### config.mk
export PLATFORM = sky130hd
export DESIGN_NAME = gp_port
export DESIGN_NICKNAME = d
export VERILOG_FILES = /design/src/rtl/gp_pkg.sv /design/src/rtl/gp_irq_pin.sv /design/src/rtl/gp_port.sv
export SDC_FILE = /design/constraint.sdc
export NUM_CORES = 1
export LEC_CHECK = 0
export ABC_AREA = 1
export BUFFER_PORTS_ARGS = -buffer_cell sky130_fd_sc_hd__buf_2
export CAP_MARGIN = 20
export CORE_UTILIZATION = 45
export CTS_CLUSTER_DIAMETER = 40
export CTS_CLUSTER_SIZE = 30
export DETAILED_ROUTE_END_ITERATION = 8
export HOLD_SLACK_MARGIN = 0.03
export PLACE_DENSITY = 0.8
export RECOVER_POWER = 100
export SLEW_MARGIN = 40
export SYNTH_ARGS = -nofsm -noshare
export SYNTH_HDL_FRONTEND = slang
export SYNTH_HIERARCHICAL = 1
export SYNTH_SLANG_ARGS = --single-unit
export TNS_END_PERCENT = 30
### constraint.sdc
create_clock -name i_clk -period 2.3 [get_ports i_clk]
set_input_delay 0.115 -clock i_clk [delete_from_list [all_inputs] [get_ports i_clk]]
set_output_delay 0.115 -clock i_clk [all_outputs]
set_load 0.02 [all_outputs]
### src/rtl/gp_pkg.sv
// Shared constants, types and identity values for the eight-pin port.
// Assumes one system clock and a synchronous active-low reset.
package gp_pkg;

  // ----------------------------------------------------------------
  // Port geometry
  // ----------------------------------------------------------------
  localparam int unsigned GP_NPINS      = 8;
  localparam int unsigned GP_ADDR_W     = 10;
  localparam int unsigned GP_MASK_LSB   = 2;
  localparam int unsigned GP_ID_COUNT   = 12;

  // ----------------------------------------------------------------
  // Reset values, ordinary pins
  // ----------------------------------------------------------------
  localparam logic [7:0] GP_AFSEL_RST   = 8'h00;
  localparam logic [7:0] GP_DEN_RST     = 8'h00;
  localparam logic [7:0] GP_PUR_RST     = 8'h00;
  localparam logic [7:0] GP_PDR_RST     = 8'h00;
  localparam logic [7:0] GP_DR2_RST     = 8'hFF;
  localparam logic [7:0] GP_ZERO8       = 8'h00;
  localparam logic [7:0] GP_ONES8       = 8'hFF;

  // ----------------------------------------------------------------
  // Debug-pin masks per port, trigger bit and commit lock key
  // ----------------------------------------------------------------
  localparam logic [7:0]  GP_PROT_PORT_B = 8'h80;
  localparam logic [7:0]  GP_PROT_PORT_C = 8'h0F;
  localparam logic [7:0]  GP_PROT_NONE   = 8'h00;
  localparam int unsigned GP_TRIG_BIT    = 4;
  // Lock key value is arbitrary
  localparam logic [31:0] GP_LOCK_KEY    = 32'h0000_5A5A;

  // ----------------------------------------------------------------
  // Configuration select codes
  // ----------------------------------------------------------------
  typedef enum logic [4:0] {
    GP_CFG_DIR   = 5'h00,
    GP_CFG_IS    = 5'h01,
    GP_CFG_IBE   = 5'h02,
    GP_CFG_IEV   = 5'h03,
    GP_CFG_IM    = 5'h04,
    GP_CFG_RIS   = 5'h05,
    GP_CFG_MIS   = 5'h06,
    GP_CFG_ICR   = 5'h07,
    GP_CFG_AFSEL = 5'h08,
    GP_CFG_DR2   = 5'h09,
    GP_CFG_DR4   = 5'h0A,
    GP_CFG_DR8   = 5'h0B,
    GP_CFG_ODR   = 5'h0C,
    GP_CFG_PUR   = 5'h0D,
    GP_CFG_PDR   = 5'h0E,
    GP_CFG_SLR   = 5'h0F,
    GP_CFG_DEN   = 5'h10,
    GP_CFG_LOCK  = 5'h11,
    GP_CFG_CR    = 5'h12
  } gp_cfg_t;

  typedef enum logic {
    GP_LOCKED   = 1'b0,
    GP_UNLOCKED = 1'b1
  } gp_lock_t;

  // Identity bytes: values are arbitrary
  localparam logic [7:0] GP_ID_BYTES [0:GP_ID_COUNT-1] = '{
    8'h00, 8'h00, 8'h00, 8'h00, 8'h11, 8'h22,
    8'h33, 8'h01, 8'h0D, 8'hF0, 8'h05, 8'hB1
  };

endpackage

### src/rtl/gp_irq_pin.sv
// One pin's interrupt detector: trigger select and raw status.
// Assumes a level already synchronised to i_clk.
module gp_irq_pin
  import gp_pkg::*;
(
  input  wire logic i_clk,
  input  wire logic i_rstn,
  input  wire logic i_level,
  input  wire logic i_sense,
  input  wire logic i_both,
  input  wire logic i_event,
  input  wire logic i_clear,
  output logic      o_raw
);

  logic prev_reg;
  logic prev_next;
  logic raw_reg;
  logic raw_next;
  logic rise;
  logic fall;
  logic edge_hit;

  // ----------------------------------------------------------------
  // Trigger decode
  // ----------------------------------------------------------------
  always_comb begin
    rise      = i_level & ~prev_reg;
    fall      = ~i_level & prev_reg;
    edge_hit  = i_both ? (rise | fall) : (i_event ? rise : fall);
    prev_next = i_level;
    if (i_sense) begin
      raw_next = (i_level == i_event);
    end else if (edge_hit) begin
      raw_next = 1'b1;
    end else if (i_clear) begin
      raw_next = 1'b0;
    end else begin
      raw_next = raw_reg;
    end
  end

  always_ff @(posedge i_clk) begin
    if (!i_rstn) begin
      prev_reg <= 1'b0;
      raw_reg  <= 1'b0;
    end else begin
      prev_reg <= prev_next;
      raw_reg  <= raw_next;
    end
  end

  assign o_raw = raw_reg;

endmodule // gp_irq_pin

### src/rtl/gp_port.sv
// Eight-pin general-purpose port: data window, interrupts, mode, commit, pads.
// Assumes pins and strobes are synchronous to i_clk; one reset covers
// both power-on and the reset pin.
// ------------------------------------------------------------------
// ------------------------------------------------------------------
module gp_port
  import gp_pkg::*;
#(
  parameter logic [7:0]  PAD_MASK  = 8'hFF,
  parameter logic [7:0]  PROT_MASK = GP_PROT_NONE,
  parameter bit          TRIG_EN   = 1'b0
)(
  input  wire logic                 i_clk,
  input  wire logic                 i_rstn,
  input  wire logic [7:0]           i_pin_in,
  output logic [7:0]                o_pin_out,
  output logic [7:0]                o_pin_oe,
  input  wire logic [7:0]           i_alt_out,
  input  wire logic [7:0]           i_alt_oe,
  output logic [7:0]                o_alt_in,
  input  wire logic                 i_data_wr,
  input  wire logic                 i_data_rd,
  input  wire logic [GP_ADDR_W-1:0] i_data_addr,
  input  wire logic [7:0]           i_data_wdata,
  output logic [7:0]                o_data_rdata,
  input  wire logic                 i_cfg_wr,
  input  wire logic                 i_cfg_rd,
  input  wire gp_cfg_t              i_cfg_sel,
  input  wire logic [31:0]          i_cfg_wdata,
  output logic [7:0]                o_cfg_rdata,
  input  wire logic [3:0]           i_id_index,
  output logic [7:0]                o_id_byte,
  output logic [7:0]                o_pin_direction,
  output logic [7:0]                o_alt_function_select,
  output logic [7:0]                o_commit_enable,
  output logic                      o_commit_unlocked,
  output logic [7:0]                o_drive_low_select,
  output logic [7:0]                o_drive_mid_select,
  output logic [7:0]                o_drive_high_select,
  output logic [7:0]                o_open_drain_enable,
  output logic [7:0]                o_pull_up_enable,
  output logic [7:0]                o_pull_down_enable,
  output logic [7:0]                o_slew_rate_enable,
  output logic [7:0]                o_digital_input_enable,
  output logic [7:0]                o_irq_raw_status,
  output logic [7:0]                o_irq_masked_status,
  output logic                      o_irq,
  output logic                      o_converter_trigger
);

  if ((PROT_MASK & ~PAD_MASK) != GP_ZERO8) begin : g_chk
    $error("Protected bits must have pads");
  end

  localparam logic [7:0] AFSEL_INIT = (GP_AFSEL_RST | PROT_MASK) & PAD_MASK;
  localparam logic [7:0] DEN_INIT   = (GP_DEN_RST | PROT_MASK) & PAD_MASK;
  localparam logic [7:0] PUR_INIT   = (GP_PUR_RST | PROT_MASK) & PAD_MASK;
  localparam logic [7:0] PDR_INIT   = GP_PDR_RST;
  localparam logic [7:0] DR2_INIT   = GP_DR2_RST & PAD_MASK;
  localparam logic [7:0] CR_INIT    = GP_ONES8 & ~PROT_MASK;

  // ----------------------------------------------------------------
  // Input synchroniser
  // ----------------------------------------------------------------
  logic [7:0] sync1_reg;
  logic [7:0] sync2_reg;

  always_ff @(posedge i_clk) begin
    if (!i_rstn) begin
      sync1_reg <= GP_ZERO8;
      sync2_reg <= GP_ZERO8;
    end else begin
      sync1_reg <= i_pin_in;
      sync2_reg <= sync1_reg;
    end
  end

  // ----------------------------------------------------------------
  // Configuration registers
  // ----------------------------------------------------------------
  logic [7:0] dir_reg,   dir_next;
  logic [7:0] is_reg,    is_next;
  logic [7:0] ibe_reg,   ibe_next;
  logic [7:0] iev_reg,   iev_next;
  logic [7:0] im_reg,    im_next;
  logic [7:0] afsel_reg, afsel_next;
  logic [7:0] dr2_reg,   dr2_next;
  logic [7:0] dr4_reg,   dr4_next;
  logic [7:0] dr8_reg,   dr8_next;
  logic [7:0] odr_reg,   odr_next;
  logic [7:0] pur_reg,   pur_next;
  logic [7:0] pdr_reg,   pdr_next;
  logic [7:0] slr_reg,   slr_next;
  logic [7:0] den_reg,   den_next;
  logic [7:0] cr_reg,    cr_next;
  gp_lock_t   lock_reg,  lock_next;
  logic [7:0] wr_val;
  logic [7:0] icr_pulse;
  logic [7:0] afsel_open;

  // Unconnected bits keep their reset value
  function automatic logic [7:0] pad_wr(input logic [7:0] old_v, input logic [7:0] new_v);
    pad_wr = (old_v & ~PAD_MASK) | (new_v & PAD_MASK);
  endfunction

  always_comb begin
    wr_val     = i_cfg_wdata[7:0];
    dir_next   = dir_reg;
    is_next    = is_reg;
    ibe_next   = ibe_reg;
    iev_next   = iev_reg;
    im_next    = im_reg;
    afsel_next = afsel_reg;
    dr2_next   = dr2_reg;
    dr4_next   = dr4_reg;
    dr8_next   = dr8_reg;
    odr_next   = odr_reg;
    pur_next   = pur_reg;
    pdr_next   = pdr_reg;
    slr_next   = slr_reg;
    den_next   = den_reg;
    cr_next    = cr_reg;
    lock_next  = lock_reg;
    icr_pulse  = GP_ZERO8;
    // Protected bits open only while unlocked and committed
    afsel_open = ~PROT_MASK | ((lock_reg == GP_UNLOCKED) ? cr_reg : GP_ZERO8);
    if (i_cfg_wr) begin
      case (i_cfg_sel)
        GP_CFG_DIR:   dir_next = pad_wr(dir_reg, wr_val);
        GP_CFG_IS:    is_next  = pad_wr(is_reg, wr_val);
        GP_CFG_IBE:   ibe_next = pad_wr(ibe_reg, wr_val);
        GP_CFG_IEV:   iev_next = pad_wr(iev_reg, wr_val);
        GP_CFG_IM:    im_next  = pad_wr(im_reg, wr_val);
        GP_CFG_ICR:   icr_pulse = wr_val & PAD_MASK;
        GP_CFG_AFSEL: afsel_next = pad_wr(afsel_reg, (afsel_reg & ~afsel_open) | (wr_val & afsel_open));
        GP_CFG_DR2:   dr2_next = pad_wr(dr2_reg, wr_val);
        GP_CFG_DR4:   dr4_next = pad_wr(dr4_reg, wr_val);
        GP_CFG_DR8:   dr8_next = pad_wr(dr8_reg, wr_val);
        GP_CFG_ODR:   odr_next = pad_wr(odr_reg, wr_val);
        GP_CFG_PUR:   pur_next = pad_wr(pur_reg, wr_val);
        GP_CFG_PDR:   pdr_next = pad_wr(pdr_reg, wr_val);
        GP_CFG_SLR:   slr_next = pad_wr(slr_reg, wr_val);
        GP_CFG_DEN:   den_next = pad_wr(den_reg, wr_val);
        GP_CFG_LOCK:  lock_next = (i_cfg_wdata == GP_LOCK_KEY) ? GP_UNLOCKED : GP_LOCKED;
        GP_CFG_CR: begin
          if (lock_reg == GP_UNLOCKED) begin
            cr_next = (cr_reg & ~PROT_MASK) | (wr_val & PROT_MASK);
          end
        end
        default: ;
      endcase
    end
  end

  // Sync reset covers power-on and pin reset alike
  always_ff @(posedge i_clk) begin
    if (!i_rstn) begin
      dir_reg   <= GP_ZERO8;
      is_reg    <= GP_ZERO8;
      ibe_reg   <= GP_ZERO8;
      iev_reg   <= GP_ZERO8;
      im_reg    <= GP_ZERO8;
      afsel_reg <= AFSEL_INIT;
      dr2_reg   <= DR2_INIT;
      dr4_reg   <= GP_ZERO8;
      dr8_reg   <= GP_ZERO8;
      odr_reg   <= GP_ZERO8;
      pur_reg   <= PUR_INIT;
      pdr_reg   <= PDR_INIT;
      slr_reg   <= GP_ZERO8;
      den_reg   <= DEN_INIT;
      cr_reg    <= CR_INIT;
      lock_reg  <= GP_LOCKED;
    end else begin
      dir_reg   <= dir_next;
      is_reg    <= is_next;
      ibe_reg   <= ibe_next;
      iev_reg   <= iev_next;
      im_reg    <= im_next;
      afsel_reg <= afsel_next;
      dr2_reg   <= dr2_next;
      dr4_reg   <= dr4_next;
      dr8_reg   <= dr8_next;
      odr_reg   <= odr_next;
      pur_reg   <= pur_next;
      pdr_reg   <= pdr_next;
      slr_reg   <= slr_next;
      den_reg   <= den_next;
      cr_reg    <= cr_next;
      lock_reg  <= lock_next;
    end
  end

  // ----------------------------------------------------------------
  // Data register and masked window
  // ----------------------------------------------------------------
  logic [7:0] data_reg,  data_next;
  logic [7:0] rdata_reg, rdata_next;
  logic [7:0] addr_mask;
  logic [7:0] wr_mask;

  always_comb begin
    addr_mask  = i_data_addr[GP_ADDR_W-1:GP_MASK_LSB];
    wr_mask    = i_data_wr ? (addr_mask & PAD_MASK) : GP_ZERO8;
    data_next  = (data_reg & ~wr_mask) | (i_data_wdata & wr_mask);
    // Input bits follow the pin where den_reg is set, else read zero; a write to them is overwritten
    data_next  = (data_next & dir_reg) | (sync2_reg & den_reg & ~dir_reg & PAD_MASK);
    rdata_next = i_data_rd ? (data_reg & addr_mask) : rdata_reg;
  end

  always_ff @(posedge i_clk) begin
    if (!i_rstn) begin
      data_reg  <= GP_ZERO8;
      rdata_reg <= GP_ZERO8;
    end else begin
      data_reg  <= data_next;
      rdata_reg <= rdata_next;
    end
  end

  // ----------------------------------------------------------------
  // Interrupt detectors
  // ----------------------------------------------------------------
  logic [7:0] raw;
  logic [7:0] masked;

  for (genvar g = 0; g < GP_NPINS; g++) begin : g_irq
    gp_irq_pin u_irq (
      .i_clk   (i_clk),
      .i_rstn  (i_rstn),
      .i_level (sync2_reg[g] & PAD_MASK[g]),
      .i_sense (is_reg[g]),
      .i_both  (ibe_reg[g]),
      .i_event (iev_reg[g]),
      .i_clear (icr_pulse[g]),
      .o_raw   (raw[g])
    );
  end

  assign masked = raw & im_reg;

  logic trig_reg, trig_next;
  logic trig_src_reg, trig_src_next;

  // Pulse when the trigger bit's masked status rises, not on the held status
  always_comb begin
    trig_src_next = TRIG_EN & masked[GP_TRIG_BIT];
    trig_next     = trig_src_next & ~trig_src_reg;
  end

  always_ff @(posedge i_clk) begin
    if (!i_rstn) begin
      trig_reg     <= 1'b0;
      trig_src_reg <= 1'b0;
    end else begin
      trig_reg     <= trig_next;
      trig_src_reg <= trig_src_next;
    end
  end

  // ----------------------------------------------------------------
  // Pin drive, readback and identity
  // ----------------------------------------------------------------
  logic [7:0] out_reg,  out_next;
  logic [7:0] oe_reg,   oe_next;
  logic [7:0] crd_reg,  crd_next;
  logic [7:0] id_reg,   id_next;
  logic [7:0] src_out;
  logic [7:0] src_oe;

  always_comb begin
    src_out  = (afsel_reg & i_alt_out) | (~afsel_reg & data_reg);
    src_oe   = (afsel_reg & i_alt_oe) | (~afsel_reg & dir_reg);
    // Open drain only ever pulls low
    out_next = src_out & ~odr_reg & PAD_MASK;
    oe_next  = src_oe & ~(odr_reg & src_out) & PAD_MASK;
    crd_next = crd_reg;
    if (i_cfg_rd) begin
      case (i_cfg_sel)
        GP_CFG_DIR:   crd_next = dir_reg;
        GP_CFG_IS:    crd_next = is_reg;
        GP_CFG_IBE:   crd_next = ibe_reg;
        GP_CFG_IEV:   crd_next = iev_reg;
        GP_CFG_IM:    crd_next = im_reg;
        GP_CFG_RIS:   crd_next = raw;
        GP_CFG_MIS:   crd_next = masked;
        GP_CFG_AFSEL: crd_next = afsel_reg;
        GP_CFG_DR2:   crd_next = dr2_reg;
        GP_CFG_DR4:   crd_next = dr4_reg;
        GP_CFG_DR8:   crd_next = dr8_reg;
        GP_CFG_ODR:   crd_next = odr_reg;
        GP_CFG_PUR:   crd_next = pur_reg;
        GP_CFG_PDR:   crd_next = pdr_reg;
        GP_CFG_SLR:   crd_next = slr_reg;
        GP_CFG_DEN:   crd_next = den_reg;
        GP_CFG_LOCK:  crd_next = {7'h00, lock_reg == GP_LOCKED};
        GP_CFG_CR:    crd_next = cr_reg;
        default:      crd_next = GP_ZERO8;
      endcase
    end
    id_next = (i_id_index < 4'(GP_ID_COUNT)) ? GP_ID_BYTES[i_id_index] : GP_ZERO8;
  end

  always_ff @(posedge i_clk) begin
    if (!i_rstn) begin
      out_reg <= GP_ZERO8;
      oe_reg  <= GP_ZERO8;
      crd_reg <= GP_ZERO8;
      id_reg  <= GP_ZERO8;
    end else begin
      out_reg <= out_next;
      oe_reg  <= oe_next;
      crd_reg <= crd_next;
      id_reg  <= id_next;
    end
  end

  assign o_pin_out              = out_reg;
  assign o_pin_oe               = oe_reg;
  assign o_alt_in               = sync2_reg & den_reg & PAD_MASK;
  assign o_data_rdata           = rdata_reg;
  assign o_cfg_rdata            = crd_reg;
  assign o_id_byte              = id_reg;
  assign o_pin_direction        = dir_reg;
  assign o_alt_function_select  = afsel_reg;
  assign o_commit_enable        = cr_reg;
  assign o_commit_unlocked      = (lock_reg == GP_UNLOCKED);
  assign o_drive_low_select     = dr2_reg;
  assign o_drive_mid_select     = dr4_reg;
  assign o_drive_high_select    = dr8_reg;
  assign o_open_drain_enable    = odr_reg;
  assign o_pull_up_enable       = pur_reg;
  assign o_pull_down_enable     = pdr_reg;
  assign o_slew_rate_enable     = slr_reg;
  assign o_digital_input_enable = den_reg;
  assign o_irq_raw_status       = raw;
  assign o_irq_masked_status    = masked;
  assign o_irq                  = |masked;
  assign o_converter_trigger    = trig_reg;
endmodule // gp_port
==> reports/metrics.yaml, run 1 <==
sta:
  maxSlewViolCount: 0
  setup_tns_ns: 0
  holdWs_ns: 0.0276
  fin_ws_ns: 0.329
  final-setup-viol-count: 0
  slew_headroom: 0.358
  tightest_slew_ns: 0.958
  finalHoldViolCount: 0
  min_period_over_period: 0.857
  rsz0062_at_grt: "no"
  clock.fmax_ghz: 0.507
  finalClockSkew_ns: 0.00875
  finalCriticalPeriod_ns: 1.97
setup_path:
  path_cells: "clkbuf_2 -> nand2_4 -> nor2_2 -> nand3_1 -> o21ai_0 -> a21oi_1"
  endpoint_kind: "flop"
  reg2reg_depth: 4
  path_class: "in2reg"
  crit_family: "simple AND/OR/NAND/NOR gates"
  worstPathMaxFanout: 17
  cp.arrival_ns: 2.28
  cpPeakStageDelay_ns: 0.72
  cp.depth: 6
  cp_num_buf_inv: 1
  startpoint_type: "input pin"
  cp.required_ns: 2.61
  slowest_stage: "nor2_2"
pwr:
  power.switching_uw: 1970
  clkPwrFrac: 0.447
  seqPwrFrac: 0.463
  powerDensity_mw_per_mm2: 648
  power.internal_uw: 5510
  irDropWorstVdd_mv: 0.481
  pwr-share-comb: 0.090
  p_sw_frac: 0.263
  p_leak_uw: 0.00507
logic_synthesis:
  synth.avg_cell_area_um2: 6.96
  netlist_area_mm2: 0.00948
  synth-seq-cells: 193
  yosysWarningCount: 6
  synth-seq-area-share: 0.407
  synth_cell_types: 39
  synthCells: 1363
global_routing:
  use_met1: 0.367
  grt_first_pass_wirelength_um: 49000
  grt_max_degree: 119
  antenna_found_initial: 0
  grt_util_met2: 0.471
  grt_usage: 0.295
  grt_pass1_vias: 9152
  met3_usage: 0.0643
  grt_overflow: 0
  busiest_layer: "met2"
drt:
  viasPerCell: 5.32
  firstDrtPassIters: 7
  drc: 0
  via_count: 10085
  wirelength_um: 32000
  drt_iter0_markers: 1059
  ant_nets: 0
  avgRoutedWirePerCell_um: 16.9
floorplan:
  core_area_mm2: 0.0204
  pin_count: 244
  row_count: 52
  dieArea_mm2: 0.0217
  die_w_um: 147
  initial_utilization: 0.464
  die_h_um: 147
clock_tree:
  post_cts_buffers: 0
  clk_pin_slew_ns: 0.08
  numCtsBuffers: 17
  clk_latency_ns: 0.45
  cts_sinks: 193
  ctsRootBufferMaster: "clkbuf_16"
  cts_tree: "built"
  clockBufferDepth: 2
  htreeDepth: 4
placement:
  hpwlAfterDp_um: 22500
  io_buffers: 232
  place_area_mm2: 0.0107
  dp_slack_ns: 0.423
  gp_congestion: 1.00
cells_and_area:
  final_common_cell: "nand2_1"
  antenna_cells: 0
  final_nets: 1721
  final_cell_mix: "nand2_1, inv_1, dfxtp_1, clkbuf_1, a21oi_1"
  fill_cells: 1938
  area_delta_synth_final_pct: 21.8
  final_area_mm2: 0.0115
  drive_gt1_frac: 0.0965
flow_run:
  max_cap_violations: 0
hold_path:
  holdPathStages: 5
  hp-class: "in2reg"
run_status:
  status: "finished, final reports clean"
==> what timing repair did <==
| item | in CTS | in global routing |
|---|---|---|
| hold endpoints to repair | 48 | 0 |
| resized for setup | 0 | 0 |
| hold buffers | 48 | 0 |
==> final cells by class <==
cell class / instances / area, µm² / share of cell area
sequential: 193 / 3860 / 0.335
inverter: 212 / 797 / 0.0690
timing repair buffer: 295 / 1590 / 0.138
tap: 270 / 338 / 0.0293
multi-input combinational: 895 / 4300 / 0.372
clock buffer: 17 / 425 / 0.0368
clock inverter: 15 / 236 / 0.0205
==> cells in the mapped netlist (all sizes together) <==
library cell / count / area share
clkinv: 1 / 0.00040
o211ai: 3 / 0.0024
o22ai: 8 / 0.0053
nor4: 8 / 0.0053
buf: 37 / 0.030
clkbuf: 33 / 0.013
nor3: 20 / 0.012
nand3: 101 / 0.065
dfxtp: 193 / 0.41
nand4: 24 / 0.016
mux2i: 8 / 0.0084
o21ai: 79 / 0.042
inv: 211 / 0.084
a21oi: 131 / 0.072
o21bai: 2 / 0.0016
conb: 2 / 0.00079
nand3b: 8 / 0.0063
a2111oi: 7 / 0.0065
a21boi: 1 / 0.00079
ha: 18 / 0.024
nor2: 117 / 0.058
nand2: 351 / 0.14
==> stage by stage <==
step	instances	total power, µW	util
6_report	1897	7480	0.565
5_1_grt	1897	7720	0.565
4_1_cts	1897	7510	0.582
3_5_place_dp	1817	4170	0.526
3_3_place_gp	1817	4160	0.526
2_1_floorplan	1370	3930	-
==> power by group through the flow <==
stage | logic, µW | clock network, µW | registers (µW)
CTS | 691 | 3360 | 3460
global placement | 618 | 0 | 3540
finish | 673 | 3340 | 3460
floorplan | 356 | 0 | 3570
global route | 731 | 3520 | 3470
detailed placement | 631 | 0 | 3540
==> tightest hold or removal path, delay by kind of cell <==
kind	cells	cell delay (ns)
AND/OR/NAND/NOR	2	0.10
buffers and inverters	2	0.13
AO/OA/AOI/OAI	1	0.11
==> metal layers <==
layer / up-vias / routed length, µm / share of wire
met2: 609 / 14300 / 0.45
met5: - / 0 / 0
met3: 132 / 3180 / 0.10
li1: 4819 / - / -
met4: 0 / 2080 / 0.065
met1: 4525 / 12400 / 0.39
==> cell families after synthesis <==
kind of cell	synth area share
AND/OR/NAND/NOR	0.303
buffers and inverters	0.127
AO/OA/AOI/OAI	0.130
flip-flops	0.407
adder cells (fa/ha/maj)	0.0238
multiplexers	0.00844
other	0.000792
==> worst paths after layout <==
check	startpoint	endpoint	slack [ns]
setup / recovery	i_cfg_sel[1]	o_drive_high_select[2]$_SDFFE_PN0P_	0.33
hold / removal	i_data_wdata[3]	flop	0.03
setup reg to reg	o_alt_function_select[1]$_SDFFE_PN0P_	o_pin_oe[1]$_SDFF_PN0_	0.36
hold reg to reg	sync1_reg[6]$_SDFF_PN0_	sync2_reg[6]$_SDFF_PN0_	0.41
(Power assumes the default switching activity.)
==> run 2: changes to the inputs <==
PLACE_DENSITY = 0.81   (was 0.8)
clock period = 1.6 ns   (was 2.3 ns; I/O delays follow)
==> run 2 against run 1 <==
Combinational power up 62%. Routed wire length up 4.5%. Die area unchanged. Sequential share of layout area down 1.3 points. Critical path type is now reg2out. Flip-flop and latch count unchanged. Cell area up 4.1%.
==> reports/metrics.yaml, run 2 (synthesis results as in run 1) <==
floorplan:
  die_w_um: 147  # unchanged
  core_area_mm2: 0.0204  # unchanged
  pin_count: 244  # unchanged
  die_h_um: 147  # unchanged
  row_count: 52  # unchanged
  dieArea_mm2: 0.0217  # unchanged
  initial_utilization: 0.464  # unchanged
placement:
  gp_congestion: 0.978  # -2.6%
  io_buffers: 232  # unchanged
  hpwlAfterDp_um: 24100  # +7.1%
  dp_slack_ns: 0.0378  # -0.385 ns
hold_path:
  hp-class: "in2reg"
  holdPathStages: 6  # +1
  hold_path_end: "o_commit_unlocked$_SDFFE_PN0P_"
  holdCritStartpoint: "i_cfg_wdata[23]"
clock_tree:
  post_cts_buffers: 0  # unchanged
  ctsRootBufferMaster: "clkbuf_16"
  clk_pin_slew_ns: 0.08  # about the same
  numCtsBuffers: 17  # unchanged
  cts_sinks: 193  # unchanged
  clockBufferDepth: 2  # unchanged
  cts_tree: "built"
  htreeDepth: 4  # unchanged
  clk_latency_ns: 0.45  # about the same
sta:
  rsz0062_at_grt: "yes"
  maxSlewViolCount: 0  # unchanged
  fin_ws_ns: 0.000397  # -0.328 ns
  min_period_over_period: 1.00
  final-setup-viol-count: 0  # unchanged
  slew_headroom: 0.488  # +0.130
  finalClockSkew_ns: 0.00664  # -0.00211 ns
  setup_tns_ns: 0  # unchanged
  finalCriticalPeriod_ns: 1.60
  clock.fmax_ghz: 0.625
  tightest_slew_ns: 0.766  # -0.192 ns
  finalHoldViolCount: 0  # unchanged
drt:
  wirelength_um: 33400  # +4.5%
  avgRoutedWirePerCell_um: 17.2  # +2.0%
  ant_nets: 0  # unchanged
  firstDrtPassIters: 7  # unchanged
  drt_iter0_markers: 983  # -7.2%
  viasPerCell: 5.34  # +0.47%
  via_count: 10383  # +3.0%
  drc: 0  # unchanged
cells_and_area:
  final_common_cell: "nand2_1"
  final_cell_mix: "nand2_1, inv_1, dfxtp_1, buf_2, a21oi_1"
  drive_gt1_frac: 0.159  # +0.0627
  finish.utilization: 0.588  # +0.0232
  fill_cells: 1928  # -0.52%
  area_delta_synth_final_pct: 26.8
  regArea_mm2: 0.00387  # about the same
  final_nets: 1765  # +2.6%
  multiInputGateArea_mm2: 0.00435  # +1.1%
setup_path:
  endpoint_kind: "primary output"
  slowest_stage: "dfxtp_1"
  cp.arrival_ns: 1.52  # -0.76 ns
  ff2ff_setup_slack_ns: 0.10  # -0.26 ns
  cp.required_ns: 1.52  # -1.09 ns
  worstPathMaxFanout: 4  # -13
  path_class: "reg2out"
  path_cells: "clkbuf_1 -> nand2_1 -> inv_1 -> buf_2"
  cp_num_buf_inv: 3  # +2
  startpoint_type: "flop"
  r2r-start: "o_alt_function_select[7]$_SDFFE_PN0P_"
  timing.rr.end: "o_pin_oe[7]$_SDFF_PN0_"
  crit_family: "buffers and inverters"
  cpPeakStageDelay_ns: 0.38  # -0.34 ns
  reg2reg_depth: 4  # unchanged
global_routing:
  grt_first_pass_wirelength_um: 50900  # +3.9%
  grt_max_degree: 119  # unchanged
  grt_pass1_vias: 9591  # +4.8%
  grt_overflow: 0  # unchanged
  grt_usage: 0.306  # +0.0112
  antenna_found_initial: 3  # +3
pwr:
  p_total_uw: 10400  # +39%
  powerDensity_mw_per_mm2: 864  # +33%
  p_leak_uw: 0.00556  # +9.5%
  irDropWorstVdd_mv: 0.695  # +44%
flow_run:
  max_cap_violations: 0  # unchanged
run_status:
  status: "finished, final reports clean"
[run 2: cell types whose count changed in the layout (fill, tap and decap cells not counted), moves of 5 or more]
cell,before,now
buf_12,2,7
buf_2,81,155
buf_4,12,31
clkbuf_1,150,83
dlygate4sd3_1,48,60
[run 2: worst reg2reg max path, delay by kind of cell (launching register included)]
family / cells / cell delay [ns]
buffers and inverters: 1 / 0.57
flip-flops: 1 / 0.42
multiplexers: 1 / 0.25
AND/OR/NAND/NOR: 2 / 0.20
[run 2: metrics by stage]
step,area [µm²],hold WS (ns),std cells
2_1_floorplan,9510,0.152,1370
3_5_place_dp,11000,0.269,1849
3_3_place_gp,11000,0.266,1849
6_report,12000,0.0778,1944
5_1_grt,12000,0.0872,1944
4_1_cts,12200,0.0688,1941
[run 2: worst max-delay path by stage]
stage | start | end | slack [ns] | cells past startpoint
floorplan | i_cfg_sel[4] | g_irq[2].u_irq/o_raw$_SDFFE_PN0P_ | 0.26 | 10
global placement | i_cfg_sel[0] | o_open_drain_enable[1]$_SDFFE_PN0P_ | 0.09 | 7
detailed placement | i_cfg_sel[3] | o_alt_function_select[6]$_SDFFE_PN0P_ | 0.04 | 7
CTS | g_irq[6].u_irq/o_raw$_SDFFE_PN0P_ | o_irq | 0.01 | 5
global route | g_irq[3].u_irq/o_raw$_SDFFE_PN0P_ | o_irq | -0.03 | 5
finish | sync2_reg[5]$_SDFF_PN0_ | o_alt_in[5] | 0.0004 | 4
[run 2: where the power goes]
group | internal [µW] | total, µW | leakage (µW) | switching (µW)
Combinational | 399 | 1090 | 0.00371 | 688
Sequential | 4890 | 4970 | 0.00157 | 78.5
Clock | 2100 | 4320 | 0.000283 | 2220
Total | 7400 | 10400 | 0.00556 | 2980
[run 2: what timing repair did]
item / 4_1_cts / 5_1_grt
endpoints found under the setup margin: 0 / 2
hold buffers: 60 / 0
gates resized for setup: 0 / 5
endpoints found under the hold margin: 56 / 0
[run 2: final cells by class]
type                       count  area share
antenna                        3    0.000624
timing repair buffer         339       0.173
multi-input combinational    895       0.362
inverter                     212      0.0662
clock buffer                  17      0.0354
clock inverter                15      0.0136
tap                          270      0.0281
sequential                   193       0.322
[run 2: layer usage]
layer | vias up | GRT usage | routed length [µm]
met4 | 0 | 0.173 | 1820
met3 | 132 | 0.0584 | 3070
met1 | 4714 | 0.375 | 13100
met2 | 622 | 0.502 | 15400
met5 | - | 0 | 0
li1 | 4915 | - | -
==> run 3: changes to the inputs <==
HOLD_SLACK_MARGIN = 0.15   (was 0.03)
==> run 3 against run 2 <==
The run now ends with setup timing left. Register-to-register slack about the same. Die area unchanged. Clock-buffer cell count unchanged. Clock skew up 0.00074 ns. Sequential power barely moved. Via count up 1.1%. Cell area grew 2.2%. First-iteration DRC count up 3.2%. Flip-flop and latch count is the same. Core utilization rose by 1.3 points. Largest power group unchanged.
==> reports/metrics.yaml, run 3 (synthesis results as in run 1) <==
global_routing:
  antenna_found_initial: 2  # -1
  grt_usage: 0.313  # +0.00676
  grt_pass1_vias: 9788  # +2.1%
  grt_overflow: 0  # unchanged
  grt_first_pass_wirelength_um: 52000  # +2.2%
  busiest_layer: "met2"
  grt_util_met2: 0.514  # +0.0125
  grt_max_degree: 119  # unchanged
  use_met1: 0.378  # +0.00257
  met3_usage: 0.0649  # +0.00652
setup_path:
  path_class: "in2reg"
  timing.rr.end: "o_pin_oe[7]$_SDFF_PN0_"
  endpoint_kind: "flop"
  reg2reg_depth: 4  # unchanged
  ff2ff_setup_slack_ns: 0.11  # about the same
  cp.arrival_ns: 1.99  # +0.47 ns
  worstPathMaxFanout: 1  # -3
  r2r-start: "o_alt_function_select[7]$_SDFFE_PN0P_"
  startpoint_type: "input pin"
  cp.required_ns: 1.98  # +0.46 ns
placement:
  place_area_mm2: 0.0110  # unchanged
  hpwlAfterDp_um: 24100  # unchanged
  gp_congestion: 0.978  # unchanged
  io_buffers: 232  # unchanged
floorplan:
  initial_utilization: 0.464  # unchanged
  die_w_um: 147  # unchanged
  pin_count: 244  # unchanged
  core_area_mm2: 0.0204  # unchanged
  die_h_um: 147  # unchanged
  dieArea_mm2: 0.0217  # unchanged
  row_count: 52  # unchanged
clock_tree:
  cts_sinks: 193  # unchanged
  ctsRootBufferMaster: "clkbuf_16"
  clk_pin_slew_ns: 0.08  # about the same
  cts_tree: "built"
  numCtsBuffers: 17  # unchanged
  htreeDepth: 4  # unchanged
  clockBufferDepth: 2  # unchanged
  post_cts_buffers: 0  # unchanged
  clk_latency_ns: 0.45  # about the same
sta:
  finalHoldViolCount: 0  # unchanged
  rsz0062_at_grt: "yes"
  maxSlewViolCount: 0  # unchanged
  min_period_over_period: 1.00  # +0.00235
  finalClockSkew_ns: 0.00738  # +0.000743 ns
  clock.fmax_ghz: 0.624  # -0.23%
  holdWs_ns: 0.129  # +0.0509 ns
  fin_ws_ns: -0.00336  # -0.00376 ns
  slew_headroom: 0.612  # +0.125
  finalCriticalPeriod_ns: 1.60  # +0.00376 ns
  final-setup-viol-count: 1  # +1
  tightest_slew_ns: 0.582  # -0.184 ns
cells_and_area:
  drive_gt1_frac: 0.127  # -0.0324
  area_delta_synth_final_pct: 29.6
  final_cell_mix: "nand2_1, inv_1, dfxtp_1, clkbuf_1, a21oi_1"
  final_common_cell: "nand2_1"
  final_nets: 1790  # +1.4%
  final_area_mm2: 0.0123  # +2.2%
pwr:
  clkPwrFrac: 0.413  # -0.003
  pwr-share-comb: 0.111  # +0.006
  p_sw_frac: 0.288  # about the same
  power.internal_uw: 7430  # +0.51%
  irDropWorstVdd_mv: 0.689  # -0.77%
  power.switching_uw: 3000  # +0.54%
  powerDensity_mw_per_mm2: 849  # -1.7%
  p_leak_uw: 0.00540  # -2.8%
  seqPwrFrac: 0.477  # -0.002
hold_path:
  hp-class: "in2reg"
  hold_path_end: "o_drive_low_select[1]$_SDFFE_PN1P_"
  holdPathStages: 3  # -3
  holdCritStartpoint: "i_rstn"
drt:
  drc: 0  # unchanged
  ant_nets: 0  # unchanged
  viasPerCell: 5.34  # -0.11%
  drt_iter0_markers: 1014  # +3.2%
  avgRoutedWirePerCell_um: 17.4  # +1.5%
  via_count: 10500  # +1.1%
  wirelength_um: 34300  # +2.7%
  firstDrtPassIters: 6  # -1
flow_run:
  max_cap_violations: 0  # unchanged
run_status:
  status: "finished with violations"
  failed_checks: "setup timing"
==> run 3: worst max-delay path by stage <==
| stage | start | endpoint | slack (ns) | cells past startpoint |
|---|---|---|---|---|
| floorplan | i_cfg_sel[4] | g_irq[2].u_irq/o_raw$_SDFFE_PN0P_ | 0.26 | 10 |
| global placement | i_cfg_sel[0] | o_open_drain_enable[1]$_SDFFE_PN0P_ | 0.09 | 7 |
| detailed placement | i_cfg_sel[3] | o_alt_function_select[6]$_SDFFE_PN0P_ | 0.04 | 7 |
| CTS | i_cfg_wr | o_open_drain_enable[7]$_SDFFE_PN0P_ | 0.004 | 6 |
| global route | i_cfg_wdata[15] | o_commit_unlocked$_SDFFE_PN0P_ | -0.03 | 8 |
| finish | i_cfg_wdata[8] | o_commit_unlocked$_SDFFE_PN0P_ | -0.003 | 8 |
==> run 3: per-layer routing <==
| metal | vias to the layer above | routed length [µm] | share of wire |
|---|---|---|---|
| met5 | - | 0 | 0 |
| met1 | 4764 | 13200 | 0.38 |
| met4 | 0 | 1980 | 0.058 |
| li1 | 4961 | - | - |
| met2 | 620 | 15900 | 0.46 |
| met3 | 155 | 3270 | 0.095 |
==> run 3: what timing repair did <==
action | in CTS | in global routing
endpoints found under the hold margin | 85 | 0
gates resized for setup | 0 | 17
hold buffers | 85 | 0
setup endpoints to repair | 0 | 17
==> run 3: power groups by stage <==
stage	Clock, µW	Combinational, µW	Sequential, µW
2_1_floorplan	0	511	5140
3_3_place_gp	0	967	5080
3_5_place_dp	0	986	5080
4_1_cts	4320	1140	4970
5_1_grt	4530	1230	4980
6_report	4310	1150	4970
==> run 3: per-stage QoR <==
stage                     total power, µW  setup WS, ns  cells   util   TNS, ns
after global placement               6050        0.0865   1849  0.541         0
after global routing                10800       -0.0269   1968  0.601   -0.0724
final                               10400      -0.00336   1968  0.601  -0.00336
after detailed placement             6070        0.0378   1849  0.541         0
after CTS                           10400       0.00365   1966  0.611         0
after floorplan                      5650         0.264   1370      -         0
==> run 3: area by class of cell <==
cell class / count / area (µm²)
fill: 1909 / 8140
multi-input combinational: 895 / 4420
sequential: 193 / 3880
timing repair buffer: 364 / 2260
inverter: 212 / 798
clock buffer: 17 / 425
tap: 270 / 338
clock inverter: 15 / 164
antenna: 2 / 5.00
==> run 3: worst max-delay path, stage by stage <==
cell	delay [ns]
dlygate4sd3_1	0.54
buf_2	0.13
nor2_1	0.12
dlygate4sd3_1	0.57
nand4_1	0.10
nor2_1	0.11
nand4_1	0.18
a21oi_1	0.17
